`src/hw/scc_pkg.sv`:
```
package scc_pkg;
  // Spreading factor and slot geometry
  localparam int K_W = 3;
  localparam logic [K_W-1:0] K_MAX = 3'h6;
  localparam int SF_W = 9;
  localparam logic [SF_W-1:0] SF_BASE = 9'h100;
  localparam int BITS_W = 11;
  localparam logic [BITS_W-1:0] SLOT_BITS_BASE = 11'h014;
  localparam int SF_BITS_PRODUCT = 5120;
  localparam int SYM_W = 10;
  localparam logic [SYM_W-1:0] SLOT_SYMS_BASE = 10'h00a;
  localparam logic [SYM_W-1:0] PILOT_SYMS_MIN = 10'h001;
  localparam logic [SYM_W-1:0] PILOT_SYMS_SF64 = 10'h004;
  localparam logic [SYM_W-1:0] DATA_SYMS_SF64 = 10'h024;
  localparam logic [K_W-1:0] K_SF64 = 3'h2;
  // Slot numbering runs 1..16 within a radio frame
  localparam int SLOT_W = 5;
  localparam logic [SLOT_W-1:0] SLOT_FIRST = 5'h01;
  localparam logic [SLOT_W-1:0] SLOT_LAST = 5'h10;
  // Pilot pairs; symbol 1 and 3 tables, two bits per slot, slot 1 in the low bits
  localparam logic [1:0] PAIR_ONES = 2'h3;
  localparam logic [1:0] PAIR_ZERO = 2'h0;
  localparam logic [SYM_W-1:0] PILOT_IDX_ODD1 = 10'h001;
  localparam logic [SYM_W-1:0] PILOT_IDX_ODD3 = 10'h003;
  localparam logic [31:0] PILOT_TAB_SYM1 = 32'h1877_9a9f;
  localparam logic [31:0] PILOT_TAB_SYM3 = 32'h0164_4f57;
  typedef enum logic [1:0] {
    ST_IDLE = 2'h0,
    ST_PRE = 2'h1,
    ST_RUN = 2'h3
  } scc_state_type;
endpackage : scc_pkg

```
`src/hw/scc_pilot_if.sv`:
```
`timescale 1ns/1ps
interface scc_pilot_if;
  logic [scc_pkg::SLOT_W-1:0] slot;
  logic [scc_pkg::SYM_W-1:0] idx;
  logic [1:0] pair;
  modport rom (input slot, input idx, output pair);
  modport user (output slot, output idx, input pair);
endinterface : scc_pilot_if

```
`src/hw/scc_formatter.sv`:
```
`timescale 1ns/1ps
// How it works
// [RULE1] Spreading factor is 256 shifted right by k, k from 0 to 6.
// [RULE2] Bits per slot are 20 shifted left by k; sixteen slots per frame.
// [RULE3] Pilot field size is configurable; spreading factor 64 default gives 72 data, 8 pilot.
// [RULE4] Pilot symbols outside the sync word are sent as 11.
// [RULE5] Pilot symbols 1 and 3 follow the per-slot table; 0 and 2 are 11.
// [RULE6] Pilot symbols leave in ascending index order, symbol 0 first.
// [RULE7] First bit of each pair drives I, second drives Q.
// [RULE8] Each burst starts with a preamble shaped like slot 16 pilots.
// [RULE9] Scrambler phase restarts at the preamble and runs on into the burst.
// [RULE10] Nothing is sent unless data is queued at burst start or frame end.
// [RULE11] One instance carries only paging or only forward access data.
// [RULE12] No power control field exists in the slot.
// [RULE13] Rate and spreading factor stay constant and are exported for broadcast.
// [RULE14] Slot counter runs 1 to 16 and wraps at the frame boundary.
module scc_formatter (
  input wire logic clk_sys,
  input wire logic srst,
  input wire logic [scc_pkg::K_W-1:0] cfg_k,
  input wire logic [scc_pkg::SYM_W-1:0] cfg_pilot_syms,
  input wire logic cfg_chan_pch,
  input wire logic d_valid,
  input wire logic [1:0] d_sym,
  output logic d_ready,
  output logic sym_valid,
  output logic sym_i,
  output logic sym_q,
  output logic sym_pilot,
  output logic sym_preamble,
  output logic sym_dtx,
  output logic [scc_pkg::SLOT_W-1:0] slot_num,
  output logic frame_start,
  output logic scr_phase_clear,
  output logic tx_on,
  output logic [scc_pkg::SF_W-1:0] bcast_sf,
  output logic [scc_pkg::BITS_W-1:0] bcast_slot_bits,
  output logic bcast_chan_pch
);
  import scc_pkg::*;

  ////////////////////////////////////////////////////////////////////////////
  // Configuration, frozen for the whole burst
  scc_state_type state_r, state_nxt;
  logic [K_W-1:0] k_r;
  logic [SYM_W-1:0] npilot_r;
  logic pch_r;
  logic [SYM_W-1:0] cnt_r, cnt_nxt;
  logic [SLOT_W-1:0] slot_r, slot_nxt;

  wire logic [K_W-1:0] k_clamp = (cfg_k > K_MAX) ? K_MAX : cfg_k;

  // [RULE11] [RULE13] config locked outside idle
  always_ff @(posedge clk_sys) begin
    if (srst) begin
      k_r <= K_SF64;
      npilot_r <= PILOT_SYMS_SF64;
      pch_r <= 1'b0;
    end else if (state_r == ST_IDLE) begin
      k_r <= k_clamp;
      npilot_r <= cfg_pilot_syms;
      pch_r <= cfg_chan_pch;
    end
  end

  // [RULE1] spreading factor derivation
  assign bcast_sf = SF_BASE >> k_r;
  // [RULE2] bits per slot
  assign bcast_slot_bits = SLOT_BITS_BASE << k_r;
  assign bcast_chan_pch = pch_r;

  ////////////////////////////////////////////////////////////////////////////
  // Slot geometry
  wire logic [SYM_W-1:0] slot_syms = SLOT_SYMS_BASE << k_r;
  // [RULE3] configurable pilot field, clamped into the slot
  wire logic [SYM_W-1:0] npilot_eff = (npilot_r < PILOT_SYMS_MIN) ? PILOT_SYMS_MIN :
                                      (npilot_r > slot_syms) ? slot_syms : npilot_r;
  wire logic [SYM_W-1:0] data_syms = slot_syms - npilot_eff;
  wire logic in_run = (state_r == ST_RUN);
  wire logic in_pre = (state_r == ST_PRE);
  wire logic pos_data = in_run && (cnt_r < data_syms);
  wire logic pos_pilot = in_pre || (in_run && !pos_data);
  wire logic slot_end = (cnt_r == slot_syms - PILOT_SYMS_MIN);
  wire logic pre_end = (cnt_r == npilot_eff - PILOT_SYMS_MIN);
  wire logic frame_end = in_run && slot_end && (slot_r == SLOT_LAST);

  ////////////////////////////////////////////////////////////////////////////
  // Pilot lookup
  scc_pilot_if pil ();
  // [RULE8] preamble reuses the slot 16 pattern
  assign pil.slot = in_pre ? SLOT_LAST : slot_r;
  // [RULE6] pilot index ascends with the symbol counter
  assign pil.idx = in_pre ? cnt_r : (cnt_r - data_syms);

  scc_pilot_rom u_rom (
    .p(pil)
  );

  ////////////////////////////////////////////////////////////////////////////
  // Burst sequencer
  // [RULE10] data drawn only in data positions of a running burst
  assign d_ready = pos_data;

  always_comb begin
    state_nxt = state_r;
    cnt_nxt = cnt_r;
    slot_nxt = slot_r;
    case (state_r)
      ST_IDLE: begin
        cnt_nxt = '0;
        slot_nxt = SLOT_FIRST;
        // [RULE10] a burst opens only when data waits
        if (d_valid) begin
          state_nxt = ST_PRE;
        end
      end
      ST_PRE: begin
        if (pre_end) begin
          state_nxt = ST_RUN;
          cnt_nxt = '0;
        end else begin
          cnt_nxt = cnt_r + PILOT_SYMS_MIN;
        end
      end
      ST_RUN: begin
        if (slot_end) begin
          cnt_nxt = '0;
          // [RULE14] slot wrap at frame end
          if (slot_r == SLOT_LAST) begin
            slot_nxt = SLOT_FIRST;
            // [RULE10] burst stays whole frames, ends when queue is empty
            if (!d_valid) begin
              state_nxt = ST_IDLE;
            end
          end else begin
            slot_nxt = slot_r + SLOT_FIRST;
          end
        end else begin
          cnt_nxt = cnt_r + PILOT_SYMS_MIN;
        end
      end
      default: begin
        state_nxt = ST_IDLE;
      end
    endcase
  end

  always_ff @(posedge clk_sys) begin
    if (srst) begin
      state_r <= ST_IDLE;
      cnt_r <= '0;
      slot_r <= SLOT_FIRST;
    end else begin
      state_r <= state_nxt;
      cnt_r <= cnt_nxt;
      slot_r <= slot_nxt;
    end
  end

  ////////////////////////////////////////////////////////////////////////////
  // Symbol output; an underrun mid-burst sends a blank symbol to keep slot timing
  // [RULE12] slot carries only data and pilot, no power control field
  wire logic dtx_now = pos_data && !d_valid;
  wire logic [1:0] pair_now = pos_data ? (d_valid ? d_sym : PAIR_ZERO) : pil.pair;

  // [RULE7] pair high bit on I, low bit on Q
  always_ff @(posedge clk_sys) begin
    if (srst) begin
      sym_valid <= 1'b0;
      sym_i <= 1'b0;
      sym_q <= 1'b0;
      sym_pilot <= 1'b0;
      sym_preamble <= 1'b0;
      sym_dtx <= 1'b0;
      slot_num <= SLOT_FIRST;
      frame_start <= 1'b0;
      scr_phase_clear <= 1'b0;
    end else begin
      sym_valid <= (state_r != ST_IDLE);
      sym_i <= pair_now[1];
      sym_q <= pair_now[0];
      sym_pilot <= pos_pilot;
      sym_preamble <= in_pre;
      sym_dtx <= dtx_now;
      slot_num <= pil.slot;
      frame_start <= in_run && (cnt_r == '0) && (slot_r == SLOT_FIRST);
      // [RULE9] single phase restart at preamble head, none at the first frame start
      scr_phase_clear <= in_pre && (cnt_r == '0);
    end
  end

  assign tx_on = sym_valid;
endmodule : scc_formatter

```
`src/hw/scc_pilot_rom.sv`:
```
`timescale 1ns/1ps
module scc_pilot_rom (
  scc_pilot_if.rom p
);
  import scc_pkg::*;

  wire logic [SLOT_W-1:0] slot_m1 = p.slot - SLOT_FIRST;
  wire logic [SLOT_W-1:0] bit_pos = {slot_m1[3:0], 1'b0};
  wire logic [1:0] pair_sym1 = PILOT_TAB_SYM1[bit_pos +: 2];
  wire logic [1:0] pair_sym3 = PILOT_TAB_SYM3[bit_pos +: 2];

  // [RULE4] [RULE5] plain pilots, per-slot table
  // Symbols 0, 2 and any beyond symbol 3 stay at all ones; only 1 and 3 are patterned
  assign p.pair = (p.idx == PILOT_IDX_ODD1) ? pair_sym1 :
                  (p.idx == PILOT_IDX_ODD3) ? pair_sym3 : PAIR_ONES;
endmodule : scc_pilot_rom

```
`config.mk`:
```
export PLATFORM = sky130hd
export DESIGN_NAME = scc_formatter
export DESIGN_NICKNAME = d
export VERILOG_FILES = /design/src/hw/scc_pkg.sv /design/src/hw/scc_pilot_if.sv /design/src/hw/scc_formatter.sv /design/src/hw/scc_pilot_rom.sv
export SDC_FILE = /design/constraint.sdc
export NUM_CORES = 1
export LEC_CHECK = 0
export BUFFER_PORTS_ARGS = -buffer_cell sky130_fd_sc_hd__buf_2
export CORE_ASPECT_RATIO = 1.5
export CORE_UTILIZATION = 45
export CTS_CLUSTER_DIAMETER = 200
export DETAILED_ROUTE_END_ITERATION = 12
export RECOVER_POWER = 25
export SLEW_MARGIN = 30
export SYNTH_ARGS = -nofsm -noshare
export SYNTH_HDL_FRONTEND = slang
export SYNTH_HIERARCHICAL = 1
export SYNTH_SLANG_ARGS = --single-unit
```
`constraint.sdc`:
```
create_clock -name clk_sys -period 8.4 [get_ports clk_sys]
set_clock_uncertainty 0.2 [all_clocks]
set_input_delay 0.84 -clock clk_sys [delete_from_list [all_inputs] [get_ports clk_sys]]
set_output_delay 0.84 -clock clk_sys [all_outputs]
set_load 0.1 [all_outputs]
```
==> results.py, run 1 <==
metrics = {
    "status": {
        "status": "finished, final reports clean",
    },
    "yosys": {
        "synth_common_cells": "60 x nand2_1, 50 x a21oi_1, 46 x inv_1, 44 x dfxtp_1",
        "synth_compound_area_share_pct": 22.96,
        "yosysSeqAreaShare_pct": 21.13,
        "synth_mux_area_share_pct": 1.261,
        "synth-simple-area-share_pct": 25.99,
        "synthTopCellsByArea": "dfxtp_1 21%, ha_1 12%, a21oi_1 6.0%",
        "syn_area_um2": 4169,
        "ys_async_sr_fraction_pct": 0,
        "synth_seq_cells": 44,
        "yosysTopAreaCell": "dfxtp_1",
        "synth_top_area_share_pct": 21.13,
        "synth.most_common_cell": "nand2_1",
        "syn_inst": 565,
        "synth_top_family_by_area": "simple AND/OR/NAND/NOR gates",
        "yosys_warnings": 6,
        "synth_enable_flop_cells": 0,
        "synthFlopType": "dfxtp_1",
        "synthAdderAreaFrac_pct": 12.67,
        "synth_xor_xnor_area_share_pct": 7.293,
        "syn_avg_cell_area_um2": 7.379,
        "synth.distinct_cells": 72,
    },
    "job": {
        "drv_cap": 0,
    },
    "setup_path": {
        "crit_arrival_ns": 6.69,
        "critical_path_class": "register to output pin",
        "r2r-end": "sym_q",
        "critical_path_required_ns": 7.36,
        "path_max_fanout": 15,
        "worst_r2r_startpoint": "k_r[0]",
        "endpoint_kind": "output pin",
        "rr_worst_depth": 30,
        "cp-start-kind": "register",
        "r2r_slack_ns": 1.48,
    },
    "hold_path": {
        "min_to": "bcast_chan_pch",
        "holdPathStages": 2,
        "min_path_type": "register to register",
        "hp-start": "bcast_chan_pch",
    },
    "die": {
        "die_w_um": 80.59,
        "die_area_um2": 9662,
        "die_h_um": 119.9,
        "core_um2": 8934,
        "start_util_pct": 46.67,
        "num_rows": 42,
        "ios": 55,
    },
    "clocking": {
        "holdBufCountCts": 0,
        "cts_tree": "built",
        "cts-root-buf": "clkbuf_16",
        "cts_buffers": 5,
        "postCtsSetupBuffers": 0,
        "cts_resized": 0,
        "clk_path_buf_depth": 2,
        "path_clk_slew_ns": 0.06,
        "htree_levels": 2,
        "cts.sinks": 44,
        "worstSkewPairLatency_ns": 0.29,
    },
    "detailed_routing": {
        "drc_errors": 0,
        "via_per_inst": 5.755,
        "num_vias": 4046,
        "routed_wl_um": 12230,
        "drt_pass1_iterations": 4,
        "drt_iter0_drc": 269,
        "antenna_left": 0,
        "wl_per_cell_um": 17.39,
    },
    "global_route": {
        "grt_start_max_net_pins": 28,
        "grt_pass1_wl_um": 19150,
        "grt_usage_pct": 26.05,
        "antenna_found_initial": 0,
        "overflow": 0,
        "grt_pass1_vias": 3814,
    },
    "pwr": {
        "cellLeakagePower_nw": 2.015,
        "seqPwrFrac_pct": 27.4,
        "p_int_mw": 0.4798,
        "comb_power_share_pct": 48.6,
        "p_clk_share_pct": 24.0,
        "peakVddDrop_mv": 0.1402,
        "p_switching_mw": 0.3540,
        "p_sw_share_pct": 42.46,
        "power.density_nw_per_um2": 182.5,
    },
    "sta": {
        "max_freq_mhz": 129.3,
        "setup_ws_ns": 0.6674,
        "rsz0062_at_grt": "false",
        "period_needed_ns": 7.733,
        "slew_headroom_pct": 39.38,
        "period_share_pct": 92.05,
        "setup_viol": 0,
        "worst_pin_slew_ns": 0.9075,
        "finalHoldViolations": 0,
        "fin_setup_tns_ns": 0,
        "slew_viol_final": 0,
    },
    "layout": {
        "layout-area-overhead-vs-synth_pct": 9.574,
        "nets": 652,
        "drive_gt1_share_pct": 13.32,
        "fin_cells": 703,
        "final_area_um2": 4568,
        "antenna_cells": 0,
    },
    "placed_design": {
        "hpwl_um": 9638,
        "placed_area_um2": 4415,
        "dp_slack_ns": 1.005,
        "gp_congestion": 0.8792,
        "dpl.cell_count": 695,
        "portBuffers": 51,
    },
}
worst max-delay path by stage:
stage                     depth (start not counted)  slack [ns]   start  endpoint
after floorplan                                  25        0.22  k_r[2]   d_ready
after global placement                           24        1.10  k_r[0]   d_ready
after detailed placement                         23        1.01  k_r[0]   d_ready
after CTS                                        23        0.67  k_r[0]   d_ready
after global routing                             25        0.06  k_r[0]   d_ready
final                                            24        0.67  k_r[0]   d_ready
power groups by stage:
stage                     Combinational [mW]  Sequential, mW  Clock [mW]
after global routing                   0.444           0.230       0.213
after detailed placement               0.401           0.233           0
after floorplan                        0.316           0.245           0
final                                  0.405           0.229       0.200
after global placement                 0.397           0.233           0
after CTS                              0.403           0.228       0.203
metal layers:
metal / GRT usage, % / part of all wire, % / vias to the layer above
met5: 0 / 0 / -
met4: 11.38 / 3.4 / 0
met3: 2.966 / 2.9 / 22
met2: 47.93 / 53 / 97
met1: 29.15 / 41 / 1873
li1: - / - / 2054
final cells by class:
class	instances	area (um^2)
Clock inverter	2	13.76
Multi-Input combinational cell	440	2939
Clock buffer	6	138.9
Tap cell	110	137.6
Inverter	46	172.7
Timing Repair Buffer	55	285.3
Sequential cell	44	880.8
Fill cell	931	4365
kinds of logic (layout without fill, tap and decap cells):
family / count (synthesis) / in the layout
compound gates: 148 / 148
xor+xnor: 31 / 31
fa+ha+maj: 41 / 41
buf+inv: 83 / 109
flops: 44 / 44
mux: 4 / 4
other cells: 1 / 3
simple gates: 213 / 213
state kept, by name (all words and copies together), names as in the netlist:
| register | cells |
|---|---|
| cnt_r | 10 |
| sym_valid | 1 |
| sym_q | 1 |
| npilot_r | 10 |
| k_r | 3 |
| sym_i | 1 |
| bcast_chan_pch | 1 |
| scr_phase_clear | 1 |
| frame_start | 1 |
| state_r | 2 |
| sym_pilot | 1 |
| slot_num | 5 |
| sym_dtx | 1 |
| slot_r | 5 |
| sym_preamble | 1 |
critical path: stages (launching register included):
cell	delay [ns]
dfxtp_1	0.61
nand2b_1	0.21
nor2_1	0.43
inv_1	0.14
ha_1	0.32
nand4_1	0.16
nor3_1	0.10
a2111o_2	0.50
nand2_1	0.11
buf_4	0.20
a21oi_1	0.08
or2_2	0.31
inv_1	0.08
fa_1	0.45
fa_1	0.44
a21o_1	0.18
a21oi_1	0.21
o21ai_0	0.11
a21oi_1	0.23
o21bai_1	0.09
a21oi_1	0.22
o21bai_1	0.09
a21oi_1	0.38
and3_1	0.29
buf_2	0.45
cell usage in the layout (no fill, tap or decap), drive strengths merged, types with 11 or more instances in the layout:
master / count
nand2: 60
buf: 55
a21oi: 50
inv: 47
dfxtp: 44
nor2: 40
ha: 39
o21ai: 34
nand3: 17
xnor2: 17
nor3: 15
xor2: 13
and3: 11
nor4: 11
per-stage QoR:
stage | utilization, % | power, mW | hold WS [ns]
5_1_grt | 51.13 | 0.8871 | 0.2732
3_5_place_dp | 49.43 | 0.6342 | 0.2476
6_report | 51.13 | 0.8339 | 0.2550
4_1_cts | 51.13 | 0.8343 | 0.2561
3_3_place_gp | 49.43 | 0.6299 | 0.2422
2_1_floorplan | - | 0.5605 | 0.2625
(Power assumes the default switching activity.)
==> run 2: changes to the inputs <==
==> constraint.sdc (replaced) <==
create_clock -name clk_sys -period 8.5 [get_ports clk_sys]
set_clock_uncertainty 0.2 [all_clocks]
set_input_delay 0.85 -clock clk_sys [delete_from_list [all_inputs] [get_ports clk_sys]]
set_output_delay 0.85 -clock clk_sys [all_outputs]
set_load 0.1 [all_outputs]
==> run 2 against run 1 <==
Against the previous run:
- count of clock-buffer cells in the layout decreased by 1
- worst setup slack lost 0.31 ns
- non-clock buffer count is 1 lower
- clock power grew 11%
- core utilization up 0.084 points
- design area rose by 0.16%
- register-to-register slack worse by 0.27 ns
- power grew 1.9%
- die area did not move
- combinational power shrank 1%
- final cell count down 0.14%
- critical endpoint unchanged
- largest cell class unchanged
==> results.py, run 2 (same netlist as run 1, synthesis figures left out) <==
metrics = {
    "detailed_routing": {
        "routed_wl_um": 12060,
        "wl_per_cell_um": 17.17,
        "drt_iter0_drc": 236,
        "drt_pass1_iterations": 5,
        "antenna_left": 0,
        "num_vias": 4167,
        "via_per_inst": 5.936,
        "drc_errors": 0,
    },
    "layout": {
        "drive_gt1_share_pct": 12.84,
        "multi_input_area_um2": 2937,
        "regArea_um2": 880.8,
        "nets": 651,
        "mostFrequentLayoutCells": "60 x nand2_1, 50 x a21oi_1, 50 x buf_2",
        "final_common_cell": "nand2_1",
        "layout-area-overhead-vs-synth_pct": 9.754,
        "reg_top3": "cnt_r x10, npilot_r x10",
        "antenna_cells": 0,
        "fillerInstances": 931,
    },
    "die": {
        "start_util_pct": 46.67,
        "die_h_um": 119.9,
        "die_area_um2": 9662,
        "num_rows": 42,
        "ios": 55,
        "core_um2": 8934,
        "die_w_um": 80.59,
    },
    "global_route": {
        "grt_usage_pct": 26.35,
        "overflow": 0,
        "antenna_found_initial": 0,
        "grt_pass1_vias": 3941,
        "grt_start_max_net_pins": 28,
        "grt_pass1_wl_um": 19460,
    },
    "placed_design": {
        "hpwl_um": 9500,
        "portBuffers": 51,
        "dp_slack_ns": 0.7930,
        "gp_congestion": 1.008,
    },
    "hold_path": {
        "holdPathStages": 2,
        "min_path_type": "register to register",
        "min_to": "bcast_chan_pch",
        "hp-start": "bcast_chan_pch",
    },
    "clocking": {
        "holdBufCountCts": 0,
        "clk_path_buf_depth": 2,
        "cts_resized": 0,
        "cts_tree": "built",
        "htree_levels": 2,
        "postCtsSetupBuffers": 0,
        "cts.sinks": 44,
        "cts_buffers": 5,
        "cts-root-buf": "clkbuf_16",
        "worstSkewPairLatency_ns": 0.29,
        "path_clk_slew_ns": 0.06,
    },
    "sta": {
        "fin_setup_tns_ns": 0,
        "worst_pin_slew_ns": 1.203,
        "period_share_pct": 95.74,
        "rsz0062_at_grt": "false",
        "setup_viol": 0,
        "slew_viol_final": 0,
        "finalHoldViolations": 0,
        "period_needed_ns": 8.138,
        "setup_ws_ns": 0.3617,
        "max_freq_mhz": 122.9,
        "slew_headroom_pct": 19.81,
    },
    "setup_path": {
        "worst_r2r_startpoint": "k_r[2]",
        "path_max_fanout": 17,
        "r2r_slack_ns": 1.21,
        "critical_path_class": "register to output pin",
        "rr_worst_depth": 26,
        "r2r-end": "sym_q",
        "cp-start-kind": "register",
        "crit_arrival_ns": 7.09,
        "critical_path_required_ns": 7.45,
        "endpoint_kind": "output pin",
    },
    "pwr": {
        "p_int_mw": 0.4960,
        "power.density_nw_per_um2": 185.7,
        "p_switching_mw": 0.3537,
        "comb_power_share_pct": 46.9,
        "p_clk_share_pct": 26.3,
        "cellLeakagePower_nw": 2.011,
        "peakVddDrop_mv": 0.1457,
        "p_sw_share_pct": 41.62,
        "seqPwrFrac_pct": 26.8,
    },
    "status": {
        "status": "finished, final reports clean",
    },
    "job": {
        "drv_cap": 0,
    },
}
==> run 2: cell types whose count changed in the layout (fill, tap and decap cells not counted) <==
cell	delta
buf_2	-1
buf_4	-1
bufinv_16	+1
clkbuf_1	+1
clkbuf_8	-1
clkinv_2	-1
clkinvlp_4	+1
nor2b_1	+1
nor2b_2	-1
==> run 2: how the worst max path moves through the flow <==
stage              end  cells after the start  startpoint  slack (ns)
2_1_floorplan  d_ready                     24      k_r[2]        0.02
3_3_place_gp   d_ready                     21      k_r[2]        0.96
3_5_place_dp   d_ready                     21      k_r[2]        0.79
4_1_cts        d_ready                     21      k_r[2]        0.47
5_1_grt        d_ready                     23      k_r[2]        0.03
6_report       d_ready                     21      k_r[2]        0.36
==> run 2: cell type report <==
cell class / instances / area share [%]
Tap cell: 110 / 3.008
Inverter: 46 / 3.774
Timing Repair Buffer: 54 / 6.043
Multi-Input combinational cell: 440 / 64.18
Clock inverter: 3 / 1.012
Sequential cell: 44 / 19.25
Clock buffer: 5 / 2.734
==> run 2: layer usage <==
layer	vias up	wire, um	global-route usage (%)	part of all wire (%)
met1	1927	4678	28.27	39
met4	0	705	15.96	5.8
met3	46	553	3.954	4.6
met2	145	6118	47.09	51
li1	2049	-	-	-
met5	-	0	0	0
==> run 2: metrics by stage <==
step                utilization [%]  area, um^2  hold WS [ns]  power (mW)  instances
floorplan                         -        4177        0.2625      0.5538        567
global placement              49.31        4405        0.2466      0.6218        694
detailed placement            49.31        4405        0.2511      0.6275        694
CTS                           51.23        4577        0.2602      0.8497        702
global route                  51.22        4576        0.3125      0.9023        702
finish                        51.22        4576        0.2615      0.8497        702
==> run 2: worst max-delay path, stage by stage (launching register included) <==
cell	delay, ns
dfxtp_1	0.68
nor2b_1	0.49
nand2_1	0.29
ha_1	0.41
nand4_2	0.14
or4_1	0.64
nand2_1	0.41
a21oi_1	0.12
or2_2	0.33
inv_1	0.08
fa_1	0.46
fa_1	0.45
a21o_1	0.18
a21oi_1	0.21
o21ai_0	0.10
a21oi_1	0.23
o21bai_1	0.09
a21oi_1	0.21
o21bai_1	0.08
a21oi_1	0.42
and3_1	0.30
buf_2	0.45
==> run 2: power by group through the flow <==
stage                     clock, mW  sequential (mW)  combinational (mW)
after detailed placement          0            0.232               0.395
final                         0.223            0.228               0.399
after global placement            0            0.232               0.390
after floorplan                   0            0.242               0.312
after CTS                     0.225            0.227               0.397
after global routing          0.235            0.229               0.438
